==> config.mk <==
export PLATFORM = sky130hd
export DESIGN_NAME = thermometer_thermostat_core
export DESIGN_NICKNAME = d
export VERILOG_FILES = /design/src/design/thermo_core_pkg.sv /design/src/design/thermometer_thermostat_core.sv
export VERILOG_INCLUDE_DIRS = /design/src /design/src/design
export SDC_FILE = /design/constraint.sdc
export NUM_CORES = 1
export LEC_CHECK = 0
export BUFFER_PORTS_ARGS = -buffer_cell sky130_fd_sc_hd__buf_2
export CAP_MARGIN = 20
export CORE_MARGIN = 2
export CORE_UTILIZATION = 55
export CTS_CLUSTER_SIZE = 16
export DETAILED_ROUTE_END_ITERATION = 7
export GPL_TIMING_DRIVEN = 0
export HOLD_SLACK_MARGIN = 0.02
export PLACE_DENSITY_LB_ADDON = 0.2
export SLEW_MARGIN = 20
export SYNTH_ARGS = -nofsm -noshare
export SYNTH_HDL_FRONTEND = slang
export SYNTH_SLANG_ARGS = --single-unit
==> constraint.sdc <==
create_clock -name clk -period 2.71 [get_ports clk]
set_clock_uncertainty 0.05 [all_clocks]
set_input_delay 0.271 -clock clk [delete_from_list [all_inputs] [get_ports clk]]
set_output_delay 0.271 -clock clk [all_outputs]
set_load 0.005 [all_outputs]
==> src/design/thermo_core_map.svh <==
// register-free constants for the thermometer/thermostat core
// Contract
// - Temperature result is 9-bit two's complement, LSB half a degree.
// - Readings span minus 55 to plus 125 degrees in half-degree steps.
// - Codes: +25 is 0x032, -0.5 is 0x1ff, -55 is 0x192.
// - Serial data moves least significant bit first both ways.
// - Value moves as one 9-bit word or two bytes, upper 7 bits zero.
// - After the MSB the data line carries zeros for further clocks.
// - Conversion start preloads counter with base count and register with -55.
// - Counter at zero inside gate: increment register, reload from slope, continue.
// - Slope accumulator changes counts needed per degree as temperature rises.
// - Read-counter returns the count left when the gate ended.
// - Read-slope loads slope into count register and returns it.
// - A conversion finishes within one second.
// - Stand-alone: falling clock/convert pin starts a conversion.
// - Over-limit output high while temperature at or above upper threshold.
// - Under-limit output high while temperature at or below lower threshold.
// - Hysteresis output set above upper, held until below lower threshold; the core sets it at or above upper and clears it at or below lower.
// - Thresholds live in nonvolatile storage and apply without a host.
// - Transfer-enable high opens a transfer; low ends it, data line released.
// - Inputs sampled on rising clock, outputs launched on falling clock.
// - Commands 0xaa temperature, 0xa0 counter, 0xa9 slope, nine data clocks.
// - Limit outputs stay active until temperature crosses back past threshold.
`ifndef THERMO_CORE_MAP_SVH
`define THERMO_CORE_MAP_SVH
`define TEMP_W 9
`define TEMP_MIN 9'h192
`define TEMP_MAX 9'h0fa
`define THRESH_RST 9'h000
`define CMD_RD_TEMP 8'haa
`define CMD_RD_CNT 8'ha0
`define CMD_RD_SLOPE 8'ha9
`define CMD_RD_TH 8'ha1
`define CMD_RD_TL 8'ha2
`define CMD_WR_TH 8'h01
`define CMD_WR_TL 8'h02
`define CMD_CONVERT 8'hee
`define CMD_LAST_BIT 4'h7
`define DATA_LAST_BIT 4'h8
`define CLK_PERIOD_NS 40
`define CONVERT_STROBE_MAX_MS 1000
`define PIN_DQ 4
`define PIN_XFER 3
`define PIN_SCLK 2
`define PIN_GATE 1
`define PIN_REF 0
`define PIN_RST 5'h04
`endif

==> src/design/thermo_core_pkg.sv <==
// types shared by the thermometer/thermostat core
`default_nettype none
package thermo_core_pkg;
  typedef enum logic [1:0] {
    CONVERT_STROBE_IDLE = 2'b00,
    CONVERT_STROBE_ARM = 2'b01,
    CONVERT_STROBE_COUNT = 2'b11,
    CONVERT_STROBE_FINISH = 2'b10
  } convert_strobe_state_t;
  typedef enum logic [1:0] {
    SER_CMD = 2'b00,
    SER_WDATA = 2'b01,
    SER_RDATA = 2'b11,
    SER_SKIP = 2'b10
  } ser_phase_t;
  typedef struct packed {
    logic over;
    logic under;
    logic hyst;
  } thermo_t;
endpackage : thermo_core_pkg
`default_nettype wire

==> src/design/thermometer_thermostat_core.sv <==
// temperature conversion, three-wire serial port and thermostat outputs
`timescale 1ns/1ps
`default_nettype none
`include "thermo_core_map.svh"
module thermometer_thermostat_core #(
  parameter int COUNT_W = 9,
  parameter logic [8:0] BASE_COUNT = 9'h0c8,
  parameter logic [8:0] SLOPE_INIT = 9'h040,
  parameter logic [8:0] SLOPE_STEP = 9'h001,
  parameter int CONVERT_STROBE_MAX_CYC = `CONVERT_STROBE_MAX_MS * 1000000 / `CLK_PERIOD_NS
) (
  input wire logic clk,
  input wire logic rst_n,
  input wire logic shift_clock_or_convert_in,
  input wire logic xferEnableIn,
  input wire logic dataIn,
  output logic dataOut,
  output logic dataOe,
  input wire logic gateIn,
  input wire logic refOscIn,
  input wire logic cpuMode,
  input wire logic [8:0] nvUpperIn,
  input wire logic [8:0] nvLowerIn,
  output logic nvWrite,
  output logic nvWriteUpper,
  output logic [8:0] nvWriteData,
  output logic over_limit_out,
  output logic under_limit_out,
  output logic hysteresis_out,
  output logic convBusy
);

  localparam int TIMER_W = $clog2(CONVERT_STROBE_MAX_CYC + 1);
  localparam logic [TIMER_W-1:0] TIMER_LAST = TIMER_W'(CONVERT_STROBE_MAX_CYC - 1);

  // pin synchronisers, three stages
  logic [4:0] pinIn;
  logic [4:0] syncA_ff;
  logic [4:0] syncB_ff;
  logic [4:0] syncC_ff;
  logic [4:0] pinLvl_ff;
  logic [4:0] agree;
  logic [4:0] pinRise;
  logic [4:0] pinFall;

  assign pinIn = {dataIn, xferEnableIn, shift_clock_or_convert_in, gateIn, refOscIn};
  assign agree = ~(syncB_ff ^ syncC_ff);
  assign pinRise = agree & syncC_ff & ~pinLvl_ff;
  assign pinFall = agree & ~syncC_ff & pinLvl_ff;

  // synchroniser chain, reset to idle pin levels so no false edge follows reset
  always_ff @(posedge clk) begin
    if (!rst_n) begin
      syncA_ff <= `PIN_RST;
      syncB_ff <= `PIN_RST;
      syncC_ff <= `PIN_RST;
    end else begin
      syncA_ff <= pinIn;
      syncB_ff <= syncA_ff;
      syncC_ff <= syncB_ff;
    end
  end

  // settled level once stages two and three agree
  always_ff @(posedge clk) begin
    if (!rst_n) begin
      pinLvl_ff <= `PIN_RST; // serial clock idles high
    end else begin
      pinLvl_ff <= (agree & syncC_ff) | (~agree & pinLvl_ff);
    end
  end

  logic xferOn;
  logic sclkRise;
  logic sclkFall;
  assign xferOn = pinLvl_ff[`PIN_XFER];
  assign sclkRise = pinRise[`PIN_SCLK];
  assign sclkFall = pinFall[`PIN_SCLK];

  // conversion datapath
  thermo_core_pkg::convert_strobe_state_t convState_ff;
  logic [COUNT_W-1:0] downCnt_ff;
  logic [COUNT_W-1:0] slopeAcc_ff;
  logic [COUNT_W-1:0] countReg_ff;
  logic [8:0] tempAcc_ff;
  logic [8:0] tempResult_ff;
  logic [TIMER_W-1:0] timer_ff;
  logic convDone_ff;
  logic cmdConvert_ff;
  logic slopeLoad_ff;
  logic standaloneLow;
  logic startConv;

  // convert pin held low while port idle and not in host mode
  assign standaloneLow = !cpuMode && !xferOn && !pinLvl_ff[`PIN_SCLK];
  assign startConv = cmdConvert_ff || standaloneLow;

  // gated down-counter with slope reload
  always_ff @(posedge clk) begin
    if (!rst_n) begin
      convState_ff <= thermo_core_pkg::CONVERT_STROBE_IDLE;
      downCnt_ff <= '0;
      slopeAcc_ff <= '0;
      countReg_ff <= '0;
      tempAcc_ff <= `TEMP_MIN;
      tempResult_ff <= `TEMP_MIN;
      timer_ff <= '0;
      convDone_ff <= 1'b0;
    end else begin
      convDone_ff <= 1'b0;
      case (convState_ff)
        thermo_core_pkg::CONVERT_STROBE_IDLE: begin
          if (startConv) begin
            downCnt_ff <= COUNT_W'(BASE_COUNT);
            tempAcc_ff <= `TEMP_MIN;
            slopeAcc_ff <= COUNT_W'(SLOPE_INIT);
            timer_ff <= '0;
            convState_ff <= thermo_core_pkg::CONVERT_STROBE_ARM;
          end
        end
        thermo_core_pkg::CONVERT_STROBE_ARM: begin
          timer_ff <= timer_ff + 1'b1;
          if (timer_ff == TIMER_LAST) begin
            convState_ff <= thermo_core_pkg::CONVERT_STROBE_FINISH;
          end else if (pinRise[`PIN_GATE]) begin
            convState_ff <= thermo_core_pkg::CONVERT_STROBE_COUNT;
          end
        end
        thermo_core_pkg::CONVERT_STROBE_COUNT: begin
          timer_ff <= timer_ff + 1'b1;
          if (!pinLvl_ff[`PIN_GATE] || timer_ff == TIMER_LAST) begin
            convState_ff <= thermo_core_pkg::CONVERT_STROBE_FINISH;
          end else if (pinRise[`PIN_REF]) begin
            if (downCnt_ff <= COUNT_W'(1)) begin
              if (tempAcc_ff != `TEMP_MAX) begin
                tempAcc_ff <= tempAcc_ff + 9'h001;
              end
              downCnt_ff <= slopeAcc_ff;
              slopeAcc_ff <= slopeAcc_ff + COUNT_W'(SLOPE_STEP);
            end else begin
              downCnt_ff <= downCnt_ff - 1'b1;
            end
          end
        end
        thermo_core_pkg::CONVERT_STROBE_FINISH: begin
          tempResult_ff <= tempAcc_ff;
          countReg_ff <= downCnt_ff;
          convDone_ff <= 1'b1;
          convState_ff <= thermo_core_pkg::CONVERT_STROBE_IDLE;
        end
        default: begin
          convState_ff <= thermo_core_pkg::CONVERT_STROBE_IDLE;
        end
      endcase
      if (slopeLoad_ff) begin
        countReg_ff <= slopeAcc_ff;
      end
    end
  end

  // busy flag straight from a flop
  always_ff @(posedge clk) begin
    if (!rst_n) begin
      convBusy <= 1'b0;
    end else begin
      convBusy <= (convState_ff != thermo_core_pkg::CONVERT_STROBE_IDLE) || startConv;
    end
  end

  // thresholds and write strobes
  logic [8:0] upperThreshold_ff;
  logic [8:0] lowerThreshold_ff;
  logic nvLoadPend_ff;
  logic wrUpper_ff;
  logic wrLower_ff;
  logic [8:0] shiftIn_ff;

  // thresholds come from the nonvolatile store after reset
  always_ff @(posedge clk) begin
    if (!rst_n) begin
      nvLoadPend_ff <= 1'b1;
      upperThreshold_ff <= `THRESH_RST;
      lowerThreshold_ff <= `THRESH_RST;
    end else begin
      nvLoadPend_ff <= 1'b0;
      if (nvLoadPend_ff) begin
        upperThreshold_ff <= nvUpperIn;
        lowerThreshold_ff <= nvLowerIn;
      end else begin
        if (wrUpper_ff) begin
          upperThreshold_ff <= shiftIn_ff;
        end
        if (wrLower_ff) begin
          lowerThreshold_ff <= shiftIn_ff;
        end
      end
    end
  end

  // write-back request to the nonvolatile store
  always_ff @(posedge clk) begin
    if (!rst_n) begin
      nvWrite <= 1'b0;
      nvWriteUpper <= 1'b0;
      nvWriteData <= 9'h000;
    end else begin
      nvWrite <= wrUpper_ff || wrLower_ff;
      if (wrUpper_ff || wrLower_ff) begin
        nvWriteUpper <= wrUpper_ff;
        nvWriteData <= shiftIn_ff;
      end
    end
  end

  // thermostat outputs, all from one completed reading
  thermo_core_pkg::thermo_t thermo_ff;
  logic signed [8:0] tempS;
  logic signed [8:0] upperS;
  logic signed [8:0] lowerS;
  assign tempS = tempAcc_ff;
  assign upperS = upperThreshold_ff;
  assign lowerS = lowerThreshold_ff;

  always_ff @(posedge clk) begin
    if (!rst_n) begin
      thermo_ff <= '0;
    end else if (convState_ff == thermo_core_pkg::CONVERT_STROBE_FINISH) begin
      thermo_ff.over <= (tempS >= upperS);
      thermo_ff.under <= (tempS <= lowerS);
      if (tempS >= upperS) begin
        thermo_ff.hyst <= 1'b1;
      end else if (tempS <= lowerS) begin
        thermo_ff.hyst <= 1'b0;
      end
    end
  end

  assign over_limit_out = thermo_ff.over;
  assign under_limit_out = thermo_ff.under;
  assign hysteresis_out = thermo_ff.hyst;

  // serial port
  thermo_core_pkg::ser_phase_t phase_ff;
  logic [3:0] bitCnt_ff;
  logic [7:0] cmdSh_ff;
  logic [8:0] shiftOut_ff;
  logic [7:0] cmdNext;
  logic [8:0] readValue;
  logic cmdIsRead;
  assign cmdNext = {pinLvl_ff[`PIN_DQ], cmdSh_ff[7:1]};

  // value selected by the incoming command
  always_comb begin
    readValue = 9'h000;
    cmdIsRead = 1'b1;
    case (cmdNext)
      `CMD_RD_TEMP: readValue = tempResult_ff;
      `CMD_RD_CNT: readValue = 9'(countReg_ff);
      `CMD_RD_SLOPE: readValue = 9'(slopeAcc_ff);
      `CMD_RD_TH: readValue = upperThreshold_ff;
      `CMD_RD_TL: readValue = lowerThreshold_ff;
      default: cmdIsRead = 1'b0;
    endcase
  end

  // shift engine, cleared whenever transfer enable drops
  always_ff @(posedge clk) begin
    if (!rst_n || !xferOn) begin
      phase_ff <= thermo_core_pkg::SER_CMD;
      bitCnt_ff <= 4'h0;
      cmdSh_ff <= 8'h00;
      shiftOut_ff <= 9'h000;
      shiftIn_ff <= 9'h000;
      dataOut <= 1'b0;
      dataOe <= 1'b0;
      cmdConvert_ff <= 1'b0;
      slopeLoad_ff <= 1'b0;
      wrUpper_ff <= 1'b0;
      wrLower_ff <= 1'b0;
    end else begin
      cmdConvert_ff <= 1'b0;
      slopeLoad_ff <= 1'b0;
      wrUpper_ff <= 1'b0;
      wrLower_ff <= 1'b0;
      if (sclkRise) begin
        case (phase_ff)
          thermo_core_pkg::SER_CMD: begin
            cmdSh_ff <= cmdNext;
            bitCnt_ff <= bitCnt_ff + 4'h1;
            if (bitCnt_ff == `CMD_LAST_BIT) begin
              bitCnt_ff <= 4'h0;
              if (cmdIsRead) begin
                shiftOut_ff <= readValue;
                slopeLoad_ff <= (cmdNext == `CMD_RD_SLOPE);
                phase_ff <= thermo_core_pkg::SER_RDATA;
              end else if (cmdNext == `CMD_WR_TH || cmdNext == `CMD_WR_TL) begin
                phase_ff <= thermo_core_pkg::SER_WDATA;
              end else begin
                cmdConvert_ff <= (cmdNext == `CMD_CONVERT);
                phase_ff <= thermo_core_pkg::SER_SKIP;
              end
            end
          end
          thermo_core_pkg::SER_WDATA: begin
            shiftIn_ff <= {pinLvl_ff[`PIN_DQ], shiftIn_ff[8:1]};
            bitCnt_ff <= bitCnt_ff + 4'h1;
            if (bitCnt_ff == `DATA_LAST_BIT) begin
              wrUpper_ff <= (cmdSh_ff == `CMD_WR_TH);
              wrLower_ff <= (cmdSh_ff == `CMD_WR_TL);
              phase_ff <= thermo_core_pkg::SER_SKIP;
            end
          end
          thermo_core_pkg::SER_RDATA: begin
            dataOe <= 1'b0; // released while clock high
          end
          default: begin
            phase_ff <= thermo_core_pkg::SER_SKIP;
          end
        endcase
      end else if (sclkFall && phase_ff == thermo_core_pkg::SER_RDATA) begin
        dataOut <= shiftOut_ff[0];
        shiftOut_ff <= {1'b0, shiftOut_ff[8:1]};
        dataOe <= 1'b1;
      end
    end
  end

endmodule : thermometer_thermostat_core
`default_nettype wire

* Word-level counts from Yosys, hierarchy flattened
Cells that the tools add are included.
Cells by class: add/sub/neg operators 5, bitwise logic cells 18, muxes and demuxes 49, shift operators 0, equal/unequal tests 32, magnitude comparators 3, div/mod/pow operators 0, $mul 0, reductions and logical operators 43
Operators by type and width (count):
- 9-bit two-way mux | 24
- 9-bit one-hot mux with 2 select lines | 3
- 25-bit one-hot mux with 2 select lines | 1
- 8-bit == test, second input constant | 6
- 9-bit one-hot mux with 5 select lines | 1
- 25-bit by 1-bit adder with 25-bit output, second input constant | 1
- 25-bit == test, second input constant | 1
- 25-bit two-way mux | 1
- 9-bit by 1-bit adder with 9-bit output, second input constant | 2
- 2-bit nonzero test | 9
- 8-bit by 1-bit == test with 1-bit output, second input constant | 2
- 8-bit by 2-bit == test with 1-bit output, second input constant | 2
- 2-bit two-way mux | 8
- 2-bit != test, second input constant | 8
- 2-bit AND reduction | 7
- 4-bit AND reduction | 3
- 5-bit AND | 2
- 5-bit NOT | 2
- 5-bit OR reduction | 2
- 3-bit AND | 3
- 9-bit >= comparator | 1
- 9-bit by 1-bit <= comparator with 1-bit output, second input constant | 1
- 9-bit <= comparator | 1
- 9-bit by 8-bit != test with 1-bit output, second input constant | 1
- other kinds (27) | 58
Storage, ports and cells: bits in read-only memories 0, memories kept 0, bits in writable memories 0, output and inout port bits 17, bits in latches 0, logic and storage cells 182, bits of input ports 26, register bits 164

* Longest topological paths before layout
word-level depth 7, mapped depth 8

* Worst setup path before layout
OpenSTA, ideal clock, no wires.
kind reg-to-reg, start point register convState_ff[0], end point register tempAcc_ff[6], path buffers 0, arrival 1763 ps, path slack 762 ps, cell stages (with the launch flop) 8, setup time 135 ps, path through dfxtp_1 inv_1 ha_1 or4_1 o211ai_1 nand2_1 o311ai_0 o41ai_1
On the way: cells in the longest elaborated chain, start to end 3, elaborated cells on any way between the ends 10
Ends and longest elaborated chain:
- start, declared | line thermometer_thermostat_core.sv:81 | thermo_core_pkg::convert_strobe_state_t convState_ff;
- start signal, assigned | line thermometer_thermostat_core.sv:101 | convState_ff <= thermo_core_pkg::CONVERT_STROBE_IDLE;
- start signal, assigned | line thermometer_thermostat_core.sv:118 | convState_ff <= thermo_core_pkg::CONVERT_STROBE_ARM;
- start signal, assigned | line thermometer_thermostat_core.sv:124 | convState_ff <= thermo_core_pkg::CONVERT_STROBE_FINISH;
- 2-bit == test or 2-bit zero test (tied branches) | line thermometer_thermostat_core.sv:111 | case (convState_ff)
- 2-bit != test (no source line) or 2-bit nonzero test (tied branches)
- 6-bit AND reduction (no source line)
- end signal, assigned | line thermometer_thermostat_core.sv:105 | tempAcc_ff <= `TEMP_MIN;
- end signal, assigned | line thermometer_thermostat_core.sv:115 | tempAcc_ff <= `TEMP_MIN;
- end signal, assigned | line thermometer_thermostat_core.sv:136 | tempAcc_ff <= tempAcc_ff + 9'h001;
- end, declared | line thermometer_thermostat_core.sv:85 | logic [8:0] tempAcc_ff;
Parallel ways exist; a longest one is shown, timed or not. A chain may end at the register's enable or synchronous reset.

* Worst setup path in the final report
start point register convState_ff[1], end point register tempAcc_ff[8]
The elaborated chain is that of the path after synthesis.

==> impl_metrics.env <==
export IMPL_die_h_um=126
export IMPL_grt_pass1_vias=6635
export IMPL_power_leakage_uw=0.00342
export IMPL_post_cts_setup_buffer_count=0
export IMPL_crit_path_max_fanout=10
export IMPL_insertion_delay_ps=440
export IMPL_ys_flop_type="dfxtp_1"
export IMPL_maxSlewHeadroom=0.522
export IMPL_num_vias=7310
export IMPL_ys_ff_latch=164
export IMPL_nFillCells=1258
export IMPL_r2r_setup_slack_ps=160
export IMPL_area_growth_pct=13.8
export IMPL_grt_first_pass_wirelength_um=34200
export IMPL_post_drt_wl_per_cell_um=17.0
export IMPL_drtPass1Iterations=6
export IMPL_min_path_type="in -> reg"
export IMPL_cts_root_buffer="clkbuf_16"
export IMPL_ctsHtreeMaxLevel=4
export IMPL_avgSynthCellArea_sq_um=8.52
export IMPL_routed_wl_um=21000
export IMPL_syn_inst=965
export IMPL_outcome="complete, no violations"
export IMPL_numCtsBuffers=17
export IMPL_synth_edf_count=0
export IMPL_cts_tree="yes"
export IMPL_antenna_found_initial=0
export IMPL_min_period_ps=2550
export IMPL_finalPower_uw=5810
export IMPL_synth_area_leaders="dfxtp_1, a21oi_1, nor2_1, ha_1, mux2i_1"
export IMPL_hold_viol=0
export IMPL_crit_type="reg -> reg"
export IMPL_finalInstanceArea_sq_um=9360
export IMPL_yosysWarnings=0
export IMPL_core_area_sq_um=14600
export IMPL_yosysUniqueCellTypes=78
export IMPL_setup_viol=0
export IMPL_start_util=0.564
export IMPL_num_io_pins=43
export IMPL_final_core_util=0.641
export IMPL_power_density_nw_per_um2=621
export IMPL_cts_sinks=164
export IMPL_grt_max_degree=17
export IMPL_port_buffers=42
export IMPL_max_clock_freq_ghz=0.392
export IMPL_max_cap_viol_count=0
export IMPL_drive_gt1_frac=0.108
export IMPL_antenna_cells=0
export IMPL_synth_top_area_cell="dfxtp_1"
export IMPL_grt_overflow_total=0
export IMPL_ant_nets=0
export IMPL_critPathLaunchType="flop"
export IMPL_rsz0062_at_grt="false"
export IMPL_path_clk_slew_ps=70
export IMPL_drc_errors=0
export IMPL_viasPerCell=5.93
export IMPL_worstPathArrival_ps=2820
export IMPL_gp_congestion=0.883
export IMPL_die_area_sq_um=15900
export IMPL_post_route_period_util=0.942
export IMPL_hold_worst_slack_ps=27.9
export IMPL_clk_path_buf_depth=2
export IMPL_async_flop_share=0
export IMPL_peakVddDrop_mv=0.488
export IMPL_worst_pin_slew_ps=717
export IMPL_drt_iter0_drc=650
export IMPL_placedInstanceArea_sq_um=8660
export IMPL_worstSetupEndpointType="flop"
export IMPL_ys_seq_area_frac=0.399
export IMPL_dp_hpwl_um=15200
export IMPL_dieWidth_um=126
export IMPL_drv_slew=0
export IMPL_nNetsFinal=1097
export IMPL_critPathRequiredTime_ps=2970
export IMPL_std_cell_rows=44
export IMPL_synth_nets=1025
export IMPL_synth_top_area_share=0.399
export IMPL_grt_usage=0.270
export IMPL_netlist_area_sq_um=8220
sequential cells by signal (all words and copies together), names as in the netlist, 8 cells and up, named ones only:
name,flops
timer_ff,25
countReg_ff,9
downCnt_ff,9
lowerS,9
nvWriteData,9
shiftIn_ff,9
shiftOut_ff,9
slopeAcc_ff,9
tempAcc_ff,9
tempResult_ff,9
upperS,9
cmdSh_ff,8
through the flow:
stage / std cells / setup WS [ps] / TNS (ps)
6_report: 1233 / 156 / 0
5_1_grt: 1233 / 0.107 / 0
4_1_cts: 1233 / 86.7 / 0
3_5_place_dp: 1191 / -59.1 / -97.7
3_3_place_gp: 1191 / -69.1 / -116
2_1_floorplan: 965 / 762 / 0
synthesized netlist by cell type, types with 4 or more instances:
| master | count |
|---|---|
| nand3b_1 | 4 |
| mux2_2 | 9 |
| and4_1 | 5 |
| nand4_1 | 22 |
| and3_1 | 9 |
| a221oi_1 | 9 |
| a211oi_1 | 11 |
| nor4_1 | 5 |
| mux2i_1 | 41 |
| inv_1 | 32 |
| buf_2 | 5 |
| or3_1 | 6 |
| o21ai_0 | 23 |
| nor2_1 | 120 |
| o41ai_1 | 4 |
| nand3_1 | 26 |
| and2_1 | 19 |
| o311ai_0 | 4 |
| buf_1 | 7 |
| nor2b_1 | 7 |
| nand2b_1 | 9 |
| ha_1 | 34 |
| a21o_1 | 6 |
| xnor2_1 | 8 |
| o211ai_1 | 12 |
| o31a_1 | 4 |
| a31oi_1 | 5 |
| dfxtp_1 | 164 |
| nand2_1 | 99 |
| a22oi_1 | 10 |
| xor2_1 | 21 |
| clkbuf_1 | 39 |
| a21oi_1 | 105 |
| o21a_1 | 5 |
| nor3_1 | 15 |
kinds of logic after synthesis:
logic type,count (synthesis),share of synthesized area
AO/OA/AOI/OAI,235,0.194
XOR/XNOR,29,0.0309
adder cells (fa/ha/maj),34,0.0517
buffers and inverters,86,0.0405
flip-flops,164,0.399
multiplexers,50,0.0622
AND/OR/NAND/NOR,367,0.222
cell usage in the layout (no fill, tap or decap), types with 6 or more instances in the layout:
cell type | netlist | final
a211oi_1 | 11 | 10
a21o_1 | 6 | 6
a21oi_1 | 105 | 105
a221oi_1 | 9 | 9
a22oi_1 | 10 | 10
and2_1 | 19 | 19
and3_1 | 9 | 9
buf_1 | 7 | 7
buf_2 | 5 | 47
clkbuf_1 | 39 | 40
clkbuf_16 | 0 | 17
dfxtp_1 | 164 | 164
dlygate4sd3_1 | 0 | 11
ha_1 | 34 | 34
inv_1 | 32 | 32
inv_6 | 0 | 6
mux2_2 | 9 | 9
mux2i_1 | 41 | 41
nand2_1 | 99 | 98
nand2b_1 | 9 | 9
nand3_1 | 26 | 26
nand4_1 | 22 | 22
nor2_1 | 120 | 120
nor2b_1 | 7 | 7
nor3_1 | 15 | 15
o211ai_1 | 12 | 12
o21ai_0 | 23 | 23
or3_1 | 6 | 6
xnor2_1 | 8 | 8
xor2_1 | 21 | 21
layer usage:
layer | vias up | global-route usage | routed length [um]
met5 | - | 0 | 0
met4 | 0 | 0.0866 | 384
met3 | 40 | 0.0650 | 1590
met2 | 276 | 0.417 | 9440
met1 | 3378 | 0.374 | 9590
li1 | 3616 | - | -
final timing paths:
check                                     from                    endpoint  cells past startpoint
setup / recovery  convState_ff[1]$_SDFFE_PN0P_  tempAcc_ff[8]$_SDFFE_PN1P_                      6
hold / removal                    nvUpperIn[1]      upperS[1]$_SDFFE_PN0P_                      3
setup reg to reg  convState_ff[1]$_SDFFE_PN0P_  tempAcc_ff[8]$_SDFFE_PN1P_                      6
hold reg to reg         syncA_ff[2]$_SDFF_PN1_      syncB_ff[2]$_SDFF_PN1_                      1
cell type report:
cell class | count | area (sq um) | area share
clock buffers | 18 | 429 | 0.0459
repair buffers | 53 | 320 | 0.0342
clock inverters | 13 | 146 | 0.0156
plain buffers | 52 | 205 | 0.0219
well taps | 184 | 230 | 0.0246
multi-input cells | 715 | 4620 | 0.493
inverters | 34 | 128 | 0.0136
flip-flops and latches | 164 | 3280 | 0.351
power by group:
group	internal (uW)	total [uW]	switching, uW
logic	311	890	579
registers	2470	2530	63.0
clock network	1370	2390	1020
critical path: stages, from the launching register on:
cell and delay, ps:
dfxtp_1 380, ha_1 180, clkbuf_1 430, nand2_2 300, a211oi_2 470, nand3_1 270, o32a_1 360
repair_timing:
action / in CTS / in global routing
hold endpoints to repair: 11 / 0
hold buffers: 11 / 0
gates resized for setup: 1 / 1
endpoints found under the setup margin: 3 / 4
Power figures use the tool's default switching activity.
